### src/mrsa_pkg.sv
// Package of operation codes, flag layout and reset values for the ALU
package mrsa_pkg;

	// ------------------------------------------------------------
	// Operation codes issued by the decoder
	// ------------------------------------------------------------
	typedef enum logic [4:0] {
		MRSA_OP_NONE      = 5'h00,
		MRSA_OP_RLA       = 5'h01,
		MRSA_OP_RR        = 5'h02,
		MRSA_OP_RRA       = 5'h03,
		MRSA_OP_RLF       = 5'h04,
		MRSA_OP_RLFA      = 5'h05,
		MRSA_OP_RRF       = 5'h06,
		MRSA_OP_RRFA      = 5'h07,
		MRSA_OP_SUBB      = 5'h08,
		MRSA_OP_SUBBM     = 5'h09,
		MRSA_OP_SUB       = 5'h0a,
		MRSA_OP_SUBM      = 5'h0b,
		MRSA_OP_SUBI      = 5'h0c,
		MRSA_OP_DSZ       = 5'h0d,
		MRSA_OP_DSZA      = 5'h0e,
		MRSA_OP_ISZ       = 5'h0f,
		MRSA_OP_ISZA      = 5'h10,
		MRSA_OP_SET       = 5'h11,
		MRSA_OP_SETB      = 5'h12,
		MRSA_OP_SKBS      = 5'h13,
		MRSA_OP_SZ        = 5'h14,
		MRSA_OP_SZMV      = 5'h15,
		MRSA_OP_SZB       = 5'h16,
		MRSA_OP_SWAP      = 5'h17,
		MRSA_OP_SWAPA     = 5'h18,
		MRSA_OP_TRDC      = 5'h19,
		MRSA_OP_TRDL      = 5'h1a,
		MRSA_OP_XOR       = 5'h1b,
		MRSA_OP_XORMEM    = 5'h1c,
		MRSA_OP_XORI      = 5'h1d
	} mrsa_op_t;

	// ------------------------------------------------------------
	// Flags and reset values
	// ------------------------------------------------------------
	typedef struct packed {
		logic signed_wrap_flag;
		logic zero_flag;
		logic half_carry_flag;
		logic carry_flag;
	} mrsa_flags_t;

	localparam logic [7:0]  MRSA_ACC_RST   = 8'h00;
	localparam logic [7:0]  MRSA_TBH_RST   = 8'h00;
	localparam logic [3:0]  MRSA_FLAGS_RST = 4'h0;
	localparam logic [7:0]  MRSA_ONES      = 8'hff;
	localparam logic [1:0]  MRSA_SKIP_CYC  = 2'h2;

	// Request from the decoder
	typedef struct packed {
		mrsa_op_t   op;
		logic [7:0] mem;
		logic [7:0] imm;
		logic [2:0] bit_sel;
	} mrsa_req_t;

endpackage

### src/mrsa_alu.sv
// Rotate, subtract, skip, swap, table-read and XOR execution datapath
`timescale 1ns/100ps

module mrsa_alu #(
	parameter int PC_W   = 11,                 // Program address width
	parameter int WORD_W = 14                  // Program word width
) (
	input  wire logic              i_core_clk,    // Machine-cycle clock
	input  wire logic              i_rst_b,       // Async reset, low
	input  wire logic              i_valid,       // Request strobe
	input  wire mrsa_pkg::mrsa_req_t i_req,       // Operation and operands
	input  wire logic [PC_W-1:0]   i_pc,          // Current program counter
	input  wire logic [7:0]        i_table_pointer, // Table offset
	input  wire logic [WORD_W-1:0] i_prog_data,   // Program word read back
	output logic                   o_ready,       // Can take a request
	output logic [PC_W-1:0]        o_prog_addr,   // Program read address
	output logic                   o_prog_rd,     // Program read strobe
	output logic                   o_mem_we,      // Data memory write
	output logic [7:0]             o_mem_wdata,   // Data memory byte
	output logic                   o_skip,        // Skip next instruction
	output logic [7:0]             o_acc,         // Accumulator
	output mrsa_pkg::mrsa_flags_t  o_flags,       // Status flags
	output logic [7:0]             o_table_high_latch // Table high bits
);

	// Refuse widths the page and latch slicing cannot serve
	if (PC_W < 9 || WORD_W < 9 || WORD_W > 16) begin : g_width_chk
		$error("mrsa_alu: unsupported widths");
	end

	// ------------------------------------------------------------
	// State
	// ------------------------------------------------------------
	typedef enum logic [1:0] {
		MRSA_ST_IDLE  = 2'b00,                 // Accept requests
		MRSA_ST_DUMMY = 2'b01,                 // Second cycle of skip
		MRSA_ST_TABLE = 2'b10                  // Waiting for program word
	} mrsa_st_t;

	mrsa_st_t              st_r, st_nxt;          // Sequencer state
	logic [7:0]            acc_r, acc_nxt;        // Accumulator
	mrsa_pkg::mrsa_flags_t flg_r, flg_nxt;        // Flags
	logic [7:0]            tbh_r, tbh_nxt;        // Table high latch
	logic                  we_r, we_nxt;          // Memory write
	logic [7:0]            wd_r, wd_nxt;          // Memory write data
	logic                  skip_r, skip_nxt;      // Skip pulse
	logic                  rd_r, rd_nxt;          // Program read
	logic [PC_W-1:0]       pa_r, pa_nxt;          // Program address

	// Subtraction helpers
	logic [7:0] sub_b;                            // Subtrahend
	logic       sub_bin;                          // Borrow in
	logic [8:0] sub_full;                         // 9-bit difference
	logic [4:0] sub_low;                          // Low nibble difference
	logic [7:0] sub_res;                          // Difference byte
	mrsa_pkg::mrsa_flags_t sub_flg;               // Subtract flags
	logic [7:0] dec_v, inc_v, xin, xres;          // Misc results

	// ------------------------------------------------------------
	// Subtractor: a - b - borrow, borrow is inverted carry when chained
	// ------------------------------------------------------------
	always_comb begin
		sub_b    = (i_req.op == mrsa_pkg::MRSA_OP_SUBI) ? i_req.imm : i_req.mem;
		sub_bin  = (i_req.op == mrsa_pkg::MRSA_OP_SUBB ||
		            i_req.op == mrsa_pkg::MRSA_OP_SUBBM) ? ~flg_r.carry_flag
		                                                 : 1'b0;
		sub_full = {1'b0, acc_r} - {1'b0, sub_b} - {8'h00, sub_bin};
		sub_low  = {1'b0, acc_r[3:0]} - {1'b0, sub_b[3:0]} - {4'h0, sub_bin};
		sub_res  = sub_full[7:0];
		sub_flg.carry_flag      = ~sub_full[8];
		sub_flg.half_carry_flag = ~sub_low[4];
		sub_flg.zero_flag       = (sub_res == 8'h00);
		sub_flg.signed_wrap_flag = (acc_r[7] != sub_b[7]) &&
		                           (sub_res[7] != acc_r[7]);
		dec_v = i_req.mem - 8'h01;
		inc_v = i_req.mem + 8'h01;
		xin   = (i_req.op == mrsa_pkg::MRSA_OP_XORI) ? i_req.imm : i_req.mem;
		xres  = acc_r ^ xin;
	end

	// ------------------------------------------------------------
	// Next-state logic
	// ------------------------------------------------------------
	always_comb begin
		st_nxt   = st_r;
		acc_nxt  = acc_r;
		flg_nxt  = flg_r;
		tbh_nxt  = tbh_r;
		we_nxt   = 1'b0;
		wd_nxt   = wd_r;
		skip_nxt = 1'b0;
		rd_nxt   = 1'b0;
		pa_nxt   = pa_r;
		case (st_r)
			MRSA_ST_IDLE: begin
				if (i_valid) begin
					case (i_req.op)
						mrsa_pkg::MRSA_OP_RLA:
							acc_nxt = {i_req.mem[6:0], i_req.mem[7]};
						mrsa_pkg::MRSA_OP_RR: begin
							we_nxt = 1'b1;
							wd_nxt = {i_req.mem[0], i_req.mem[7:1]};
						end
						mrsa_pkg::MRSA_OP_RRA:
							acc_nxt = {i_req.mem[0], i_req.mem[7:1]};
						mrsa_pkg::MRSA_OP_RLF: begin
							we_nxt = 1'b1;
							wd_nxt = {i_req.mem[6:0], flg_r.carry_flag};
							flg_nxt.carry_flag = i_req.mem[7];
						end
						mrsa_pkg::MRSA_OP_RLFA: begin
							acc_nxt = {i_req.mem[6:0], flg_r.carry_flag};
							flg_nxt.carry_flag = i_req.mem[7];
						end
						mrsa_pkg::MRSA_OP_RRF: begin
							we_nxt = 1'b1;
							wd_nxt = {flg_r.carry_flag, i_req.mem[7:1]};
							flg_nxt.carry_flag = i_req.mem[0];
						end
						mrsa_pkg::MRSA_OP_RRFA: begin
							acc_nxt = {flg_r.carry_flag, i_req.mem[7:1]};
							flg_nxt.carry_flag = i_req.mem[0];
						end
						mrsa_pkg::MRSA_OP_SUBB, mrsa_pkg::MRSA_OP_SUB,
						mrsa_pkg::MRSA_OP_SUBI: begin
							acc_nxt = sub_res;
							flg_nxt = sub_flg;
						end
						mrsa_pkg::MRSA_OP_SUBBM, mrsa_pkg::MRSA_OP_SUBM: begin
							we_nxt  = 1'b1;
							wd_nxt  = sub_res;
							flg_nxt = sub_flg;
						end
						mrsa_pkg::MRSA_OP_DSZ: begin
							we_nxt   = 1'b1;
							wd_nxt   = dec_v;
							skip_nxt = (dec_v == 8'h00);
							st_nxt   = MRSA_ST_DUMMY;
						end
						mrsa_pkg::MRSA_OP_DSZA: begin
							acc_nxt  = dec_v;
							skip_nxt = (dec_v == 8'h00);
							st_nxt   = MRSA_ST_DUMMY;
						end
						mrsa_pkg::MRSA_OP_ISZ: begin
							we_nxt   = 1'b1;
							wd_nxt   = inc_v;
							skip_nxt = (inc_v == 8'h00);
							st_nxt   = MRSA_ST_DUMMY;
						end
						mrsa_pkg::MRSA_OP_ISZA: begin
							acc_nxt  = inc_v;
							skip_nxt = (inc_v == 8'h00);
							st_nxt   = MRSA_ST_DUMMY;
						end
						mrsa_pkg::MRSA_OP_SET: begin
							we_nxt = 1'b1;
							wd_nxt = mrsa_pkg::MRSA_ONES;
						end
						mrsa_pkg::MRSA_OP_SETB: begin
							we_nxt = 1'b1;
							wd_nxt = i_req.mem | (8'h01 << i_req.bit_sel);
						end
						mrsa_pkg::MRSA_OP_SKBS: begin
							skip_nxt = i_req.mem[i_req.bit_sel];
							st_nxt   = MRSA_ST_DUMMY;
						end
						mrsa_pkg::MRSA_OP_SZ: begin
							skip_nxt = (i_req.mem == 8'h00);
							st_nxt   = MRSA_ST_DUMMY;
						end
						mrsa_pkg::MRSA_OP_SZMV: begin
							acc_nxt  = i_req.mem;
							skip_nxt = (i_req.mem == 8'h00);
							st_nxt   = MRSA_ST_DUMMY;
						end
						mrsa_pkg::MRSA_OP_SZB: begin
							skip_nxt = ~i_req.mem[i_req.bit_sel];
							st_nxt   = MRSA_ST_DUMMY;
						end
						mrsa_pkg::MRSA_OP_SWAP: begin
							we_nxt = 1'b1;
							wd_nxt = {i_req.mem[3:0], i_req.mem[7:4]};
						end
						mrsa_pkg::MRSA_OP_SWAPA:
							acc_nxt = {i_req.mem[3:0], i_req.mem[7:4]};
						mrsa_pkg::MRSA_OP_TRDC: begin
							rd_nxt = 1'b1;
							pa_nxt = {i_pc[PC_W-1:8], i_table_pointer};
							st_nxt = MRSA_ST_TABLE;
						end
						mrsa_pkg::MRSA_OP_TRDL: begin
							rd_nxt = 1'b1;
							pa_nxt = {{(PC_W-8){1'b1}}, i_table_pointer};
							st_nxt = MRSA_ST_TABLE;
						end
						mrsa_pkg::MRSA_OP_XOR, mrsa_pkg::MRSA_OP_XORI: begin
							acc_nxt = xres;
							flg_nxt.zero_flag = (xres == 8'h00);
						end
						mrsa_pkg::MRSA_OP_XORMEM: begin
							we_nxt = 1'b1;
							wd_nxt = xres;
							flg_nxt.zero_flag = (xres == 8'h00);
						end
						default: begin
						end
					endcase
				end
			end
			MRSA_ST_DUMMY: begin
				st_nxt = MRSA_ST_IDLE;
			end
			MRSA_ST_TABLE: begin
				we_nxt  = 1'b1;
				wd_nxt  = i_prog_data[7:0];
				tbh_nxt = 8'h00;
				tbh_nxt[WORD_W-9:0] = i_prog_data[WORD_W-1:8];
				st_nxt  = MRSA_ST_IDLE;
			end
			default: st_nxt = MRSA_ST_IDLE;
		endcase
	end

	// ------------------------------------------------------------
	// Registers
	// ------------------------------------------------------------
	always_ff @(posedge i_core_clk or negedge i_rst_b) begin
		if (!i_rst_b) begin
			st_r   <= MRSA_ST_IDLE;
			acc_r  <= mrsa_pkg::MRSA_ACC_RST;
			flg_r  <= mrsa_pkg::MRSA_FLAGS_RST;
			tbh_r  <= mrsa_pkg::MRSA_TBH_RST;
			we_r   <= 1'b0;
			wd_r   <= 8'h00;
			skip_r <= 1'b0;
			rd_r   <= 1'b0;
			pa_r   <= '0;
		end else begin
			st_r   <= st_nxt;
			acc_r  <= acc_nxt;
			flg_r  <= flg_nxt;
			tbh_r  <= tbh_nxt;
			we_r   <= we_nxt;
			wd_r   <= wd_nxt;
			skip_r <= skip_nxt;
			rd_r   <= rd_nxt;
			pa_r   <= pa_nxt;
		end
	end

	assign o_ready            = (st_r == MRSA_ST_IDLE);
	assign o_acc              = acc_r;
	assign o_flags            = flg_r;
	assign o_table_high_latch = tbh_r;
	assign o_mem_we           = we_r;
	assign o_mem_wdata        = wd_r;
	assign o_skip             = skip_r;
	assign o_prog_rd          = rd_r;
	assign o_prog_addr        = pa_r;
endmodule

### config.mk
export PLATFORM = sky130hd
export DESIGN_NAME = mrsa_alu
export DESIGN_NICKNAME = d
export VERILOG_FILES = /design/src/mrsa_pkg.sv /design/src/mrsa_alu.sv
export SDC_FILE = /design/constraint.sdc
export NUM_CORES = 1
export LEC_CHECK = 0
export BUFFER_PORTS_ARGS = -buffer_cell sky130_fd_sc_hd__buf_4
export CAP_MARGIN = 10
export CORE_ASPECT_RATIO = 1.5
export CORE_MARGIN = 4
export CORE_UTILIZATION = 54
export DETAILED_ROUTE_END_ITERATION = 16
export HOLD_SLACK_MARGIN = 0.12
export PLACE_DENSITY = 0.79
export SLEW_MARGIN = 10
export SYNTH_ARGS = -nofsm -noshare
export SYNTH_HDL_FRONTEND = slang
export SYNTH_SLANG_ARGS = --single-unit
### constraint.sdc
create_clock -name i_core_clk -period 3.2 [get_ports i_core_clk]
set_clock_uncertainty 0.15 [all_clocks]
set_input_delay 0.16 -clock i_core_clk [delete_from_list [all_inputs] [get_ports i_core_clk]]
set_output_delay 0.16 -clock i_core_clk [all_outputs]
set_load 0.05 [all_outputs]
* Word-level counts from Yosys, hierarchy flattened *
Cells that the tools add are included.

word-level totals
  flip-flop bits (word level) = 42
  bits in latches = 0
  bits in writable memories = 0
  memory bits (read-only) = 0
  bits of input ports = 60
  word-level logic and storage cells = 118
  memories kept = 0

cells by class
  add/subtract/negate cells = 6
  multipliers = 0
  div/mod/pow operators = 0
  magnitude comparators = 1
  equal/unequal tests = 35
  shifts and indexed selects = 1
  mux-type cells = 24
  bitwise gates (word level) = 6
  reductions and logical operators = 33

operators with widths
  kind                                                                 count
  8-bit one-hot mux with 10 select lines                               2
  5-bit == test (second input constant)                                14
  5-bit by 4-bit == test with 1-bit output (second input constant)     8
  8-bit logical NOT                                                    5
  8-bit two-way mux                                                    3
  11-bit one-hot mux with 2 select lines                               1
  5-bit by 3-bit == test with 1-bit output (second input constant)     4
  3-bit AND reduction                                                  6
  8-bit one-hot mux with 2 select lines                                1
  2-bit OR reduction                                                   8
  11-bit by 1-bit != test with 1-bit output (second input constant)    1
  11-bit OR reduction                                                  1
  5-bit by 2-bit == test with 1-bit output (second input constant)     2
  10-bit nonzero test                                                  1
  1-bit two-way mux                                                    9
  8-bit by 8-bit subtractor with 9-bit output                          1
  9-bit by 1-bit subtractor with 9-bit output                          1
  8-bit by 1-bit adder with 8-bit output (second input constant)       1
  8-bit OR                                                             1
  8-bit OR reduction                                                   1
  1-bit by 3-bit left shift with 8-bit output (first input constant)   1
  8-bit by 1-bit subtractor with 8-bit output (second input constant)  1
  8-bit XOR                                                            1
  2-bit nonzero test                                                   3
  other kinds (22)                                                     29

* Longest topological paths before layout *
  depth after elaboration = 7
  depth in mapped cells = 14
  depth with buffers taken out = 12

* Worst setup path after synthesis *
OpenSTA, ideal clock, no wires.

  path type = input -> register
  from = input port i_req[22] (netlist name)
  to = register flg_r (netlist bit o_flags[2])
  setup time = 0.076 ns
  arrival = 3.087 ns
  required time = 2.974 ns
  slack = -0.114 ns
  cell stages on the path = 13
  cells stage by stage = buf_2 > and3b_1 > buf_2 > nand2_1 > mux2_2 > fa_1 > inv_1 > ha_1 > xor2_1 > or4b_1 > nor4_1 > a32oi_1 > o21ai_1

on the way
  longest elaborated chain between the ends = 6
  elaborated cells on any way between the ends = 22

RTL lines
  what                                                                              RTL line                        source
  from (decl)                                                                       mrsa_alu.sv:11                  input wire mrsa_pkg::mrsa_req_t i_req,
  5-bit by 4-bit == test with 1-bit output, on equally long branches                n/a
  8-bit two-way mux or 1-bit logical OR (tied branches)                             mrsa_alu.sv:63, mrsa_alu.sv:64
  8-bit by 8-bit subtractor with 9-bit output or 1-bit two-way mux (tied branches)  mrsa_alu.sv:67, mrsa_alu.sv:65
  9-bit by 1-bit subtractor with 9-bit output                                       mrsa_alu.sv:67                  sub_full = {1'b0, acc_r} - {1'b0, sub_b} - {8'h00, sub_bin};
  8-bit logical NOT                                                                 mrsa_alu.sv:72                  sub_flg.zero_flag = (sub_res == 8'h00);
  1-bit one-hot mux with 2 select lines                                             mrsa_alu.sv:97                  case (i_req.op)
  to (signal assigned)                                                              mrsa_alu.sv:232                 flg_r <= mrsa_pkg::MRSA_FLAGS_RST;
  to (signal assigned)                                                              mrsa_alu.sv:242                 flg_r <= flg_nxt;
  to (decl)                                                                         mrsa_alu.sv:42                  mrsa_pkg::mrsa_flags_t flg_r, flg_nxt;

Several ways; a longest one is shown, not always the timed one.
A chain may end at the register's enable or synchronous reset.

* Worst setup path after layout *
  from = register flg_r (netlist bit o_flags[0])
  to = register acc_r[5], in the netlist o_acc[5]

on the way
  longest elaborated chain between the ends = 4

RTL lines
  what                                         RTL line         source
  1-bit inverter                               mrsa_alu.sv:65   i_req.op == mrsa_pkg::MRSA_OP_SUBBM) ? ~flg_r.carry_flag
  1-bit two-way mux                            mrsa_alu.sv:65
  9-bit by 1-bit subtractor with 9-bit output  mrsa_alu.sv:67
  8-bit one-hot mux with 10 select lines       mrsa_alu.sv:97
  to (signal assigned)                         mrsa_alu.sv:231  acc_r <= mrsa_pkg::MRSA_ACC_RST;
  to (signal assigned)                         mrsa_alu.sv:241  acc_r <= acc_nxt;
  to (decl)                                    mrsa_alu.sv:41   logic [7:0] acc_r, acc_nxt;

Every way passes these cells.

==> results.cfg <==
[status]
status = completed

[synthesis]
synth_area_per_cell_um2 = 7.94
yosysUniqueCellTypes = 81
ys_ff_latch = 42
ys_async_sr_fraction_pct = 100
syn_area_um2 = 4810
yosysWarnings = 0
synthFlopType = dfrtp_1
syn_inst = 606
synth_edf_count = 0
seq_area_frac_synth_pct = 21.8

[worst_hold_path]
hold_depth = 3
whs_endpoint = o_acc[2]
hold_path.startpoint = i_req[12]
hp-class = in2reg

[power_and_ir_drop]
vdd_drop_max_mv = 0.472
powerDensity_nw_per_um2 = 585
p_leak_uw = 0.00258
finalPower_uw = 3530

[place]
place_area_um2 = 5620
dpl.hpwl_um = 13900
port_buffers = 92
gp_congestion = 1.02

[drt]
drt-initial-drc-count = 807
ant_nets = 0
drc = 0
wl_um = 19100
routed_via_density = 6.73
via_count = 5545
routedWlPerCell_um = 23.2
drt_pre_antenna_iters = 6

[critical_path]
critical_path_arrival_ns = 3.08
worstPathRequired_ns = 3.26
worst_r2r_endpoint = o_acc[5]
crit_start = o_flags[0]
path_class = reg2reg
ff2ff_setup_slack_ns = 0.19
rr_startpoint = o_flags[0]
r2r_cells = 10
worstSetupStartpointType = register
worstSetupEndpointType = register
worst-path-max-fanout = 3

[floorplan]
rows = 41
io_pins = 103
die_y_um = 124
core-area_um2 = 8570
die_width_um = 85.1
dieArea_um2 = 10500
start_util_pct = 56.2

[final_layout]
num_antenna_cells = 0
areaGrowthSynthToFinish_pct = 25.6
drive_gt1_share_pct = 24.4
postLayoutCellArea_um2 = 6050
num-nets-final = 797
fillers = 701

[timing]
holdWs_ns = 0.150
tightest_slew_ns = 0.884
max_freq_mhz = 332
period_needed_ns = 3.01
finalHoldViolCount = 0
rsz0062_at_grt = false
finalMaxSlewViolations = 0
setup_violations = 0
period_share_pct = 94.2
slew_headroom_pct = 40.6

[global_routing]
grt_first_pass_wirelength_um = 29500
grt_util_all_layers_pct = 36.2
grt-ovfl-total = 0
grt_max_degree = 45
grt_antenna_before_repair = 0
grt_pass1_vias = 5375

[clock_network]
clk_pin_slew_ns = 0.07
clockRootBuffer = clkbuf_16
cts-buffers-inserted = 5
clock_latency_ns = 0.29
clock_path_buffers = 2
cts_tree = built
htreeDepth = 2
cts.sinks = 42

[flow_run]
maxCapViolCount = 0
placed cells by master, fill, tap and decap left out, drive strengths merged, types with 4 or more instances in the layout:
cell type	n
inv	34
dfrtp	42
nor3	9
a31oi	17
mux2i	7
nand2b	11
o22ai	16
and3	8
nand2	56
o211ai	6
a21oi	36
and2	5
mux2	20
nor2b	10
a2111oi	4
nor3b	7
buf	130
a211oi	4
a221oi	13
o221ai	5
a22oi	12
clkbuf	5
nor2	41
nand4	6
or4	5
ha	19
o21a	5
xnor2	22
or3	5
nor4	10
dlygate4sd3	26
a21boi	6
a221o	4
xor2	9
nand3	18
o21ai	23
nand3b	9
kinds of logic after synthesis:
| family | Yosys count | share of synthesized area [%] |
|---|---|---|
| AND/OR/NAND/NOR | 218 | 25.1 |
| AO/OA/AOI/OAI | 176 | 25.2 |
| XOR/XNOR | 31 | 5.64 |
| other | 1 | 0.0779 |
| multiplexers | 29 | 7.23 |
| buffers and inverters | 88 | 9.10 |
| flip-flops | 42 | 21.8 |
| adder cells (fa/ha/maj) | 21 | 5.77 |
timing repair:
action,4_1_cts,5_1_grt
gates cloned,0,0
gates resized for setup,1,1
hold buffers,26,0
setup buffers,0,0
hold endpoints to repair,66,0
endpoints found under the setup margin,8,1
pin swaps,0,0
metal layers:
layer,share of wire [%],global-route usage [%],vias to the layer above
li1,-,-,2464
met1,35,42.4,2588
met2,49,62.2,406
met3,9.7,6.15,87
met4,6.5,20.6,0
met5,0,0,-
cell usage after synthesis (3+ instances only):
| cell | n | share of area, % |
|---|---|---|
| nand2_1 | 56 | 4.4 |
| dfrtp_1 | 42 | 22 |
| nor2_1 | 39 | 3.0 |
| a21oi_1 | 35 | 3.6 |
| inv_1 | 34 | 2.7 |
| buf_2 | 23 | 2.4 |
| xnor2_1 | 22 | 4.0 |
| o21ai_0 | 21 | 2.2 |
| mux2_2 | 20 | 4.7 |
| ha_1 | 19 | 4.9 |
| nand3_1 | 18 | 1.9 |
| a31oi_1 | 17 | 2.2 |
| clkbuf_1 | 16 | 1.2 |
| o22ai_1 | 16 | 2.1 |
| a221oi_1 | 13 | 2.4 |
| a22oi_1 | 12 | 1.9 |
| nand2b_1 | 10 | 1.3 |
| nor2b_1 | 10 | 1.3 |
| nand3b_1 | 9 | 1.4 |
| xor2_1 | 9 | 1.6 |
| and3_1 | 8 | 1.0 |
| nor4_1 | 8 | 1.0 |
| buf_4 | 7 | 1.1 |
| buf_6 | 7 | 1.6 |
| mux2i_1 | 7 | 1.5 |
| nor3_1 | 7 | 0.73 |
| nor3b_1 | 7 | 1.1 |
| nand4_1 | 6 | 0.78 |
| o211ai_1 | 6 | 0.94 |
| a21boi_0 | 5 | 0.78 |
| and2_1 | 5 | 0.65 |
| o21a_1 | 5 | 0.78 |
| o221ai_1 | 5 | 0.91 |
| or3_1 | 5 | 0.65 |
| or4_1 | 5 | 0.78 |
| a2111oi_0 | 4 | 0.73 |
| a211oi_1 | 4 | 0.62 |
| a221o_1 | 4 | 0.83 |
| and3b_1 | 3 | 0.55 |
| and4_1 | 3 | 0.55 |
| nor4bb_1 | 3 | 0.62 |
| o21bai_1 | 3 | 0.47 |
report_power, final:
| group | internal [µW] | switching, µW |
|---|---|---|
| sequential | 679 | 121 |
| clock | 290 | 240 |
| combinational | 800 | 1400 |
registers in the layout, summed over array words and instances (netlist names):
signal,cells
st_r,2
o_table_high_latch,6
o_flags,4
o_prog_rd,1
o_skip,1
o_prog_addr,11
o_mem_wdata,8
o_acc,8
o_mem_we,1
worst max-delay path, cell delays in order, from the launching register on:
cell,delay [ns]
dfrtp_1,0.42
nor4_4,0.34
fa_1,0.53
ha_1,0.23
o2111ai_1,0.20
o211ai_1,0.16
buf_4,0.16
xor2_1,0.29
nand2_1,0.09
and3b_1,0.18
a21oi_1,0.17
worst max path at each step:
stage                             to  slack (ns)
after detailed placement    o_acc[5]       -0.15
final                       o_acc[5]        0.19
after CTS                   o_acc[5]        0.07
after floorplan           o_flags[2]       0.005
after global placement    o_flags[2]      -0.007
after global routing        o_acc[5]        0.08
layout make-up:
| cell class | count | area (µm²) | area share [%] |
|---|---|---|---|
| Clock inverter | 3 | 21.3 | 0.352 |
| Clock buffer | 5 | 125 | 2.07 |
| Tap cell | 107 | 134 | 2.21 |
| Multi-Input combinational cell | 477 | 3350 | 55.4 |
| Timing Repair Buffer | 156 | 1240 | 20.4 |
| Inverter | 34 | 128 | 2.11 |
| Sequential cell | 42 | 1050 | 17.4 |
metrics by stage:
stage | setup slack (ns) | instances | utilization, % | TNS, ns
after global routing | 0.0807 | 824 | 70.6 | 0
after floorplan | 0.00473 | 607 | - | 0
after detailed placement | -0.147 | 790 | 65.6 | -0.445
after global placement | -0.00696 | 790 | 65.6 | -0.00696
after CTS | 0.0666 | 824 | 70.5 | 0
final | 0.186 | 824 | 70.6 | 0
Note: power is estimated with default switching activity, not from simulation.
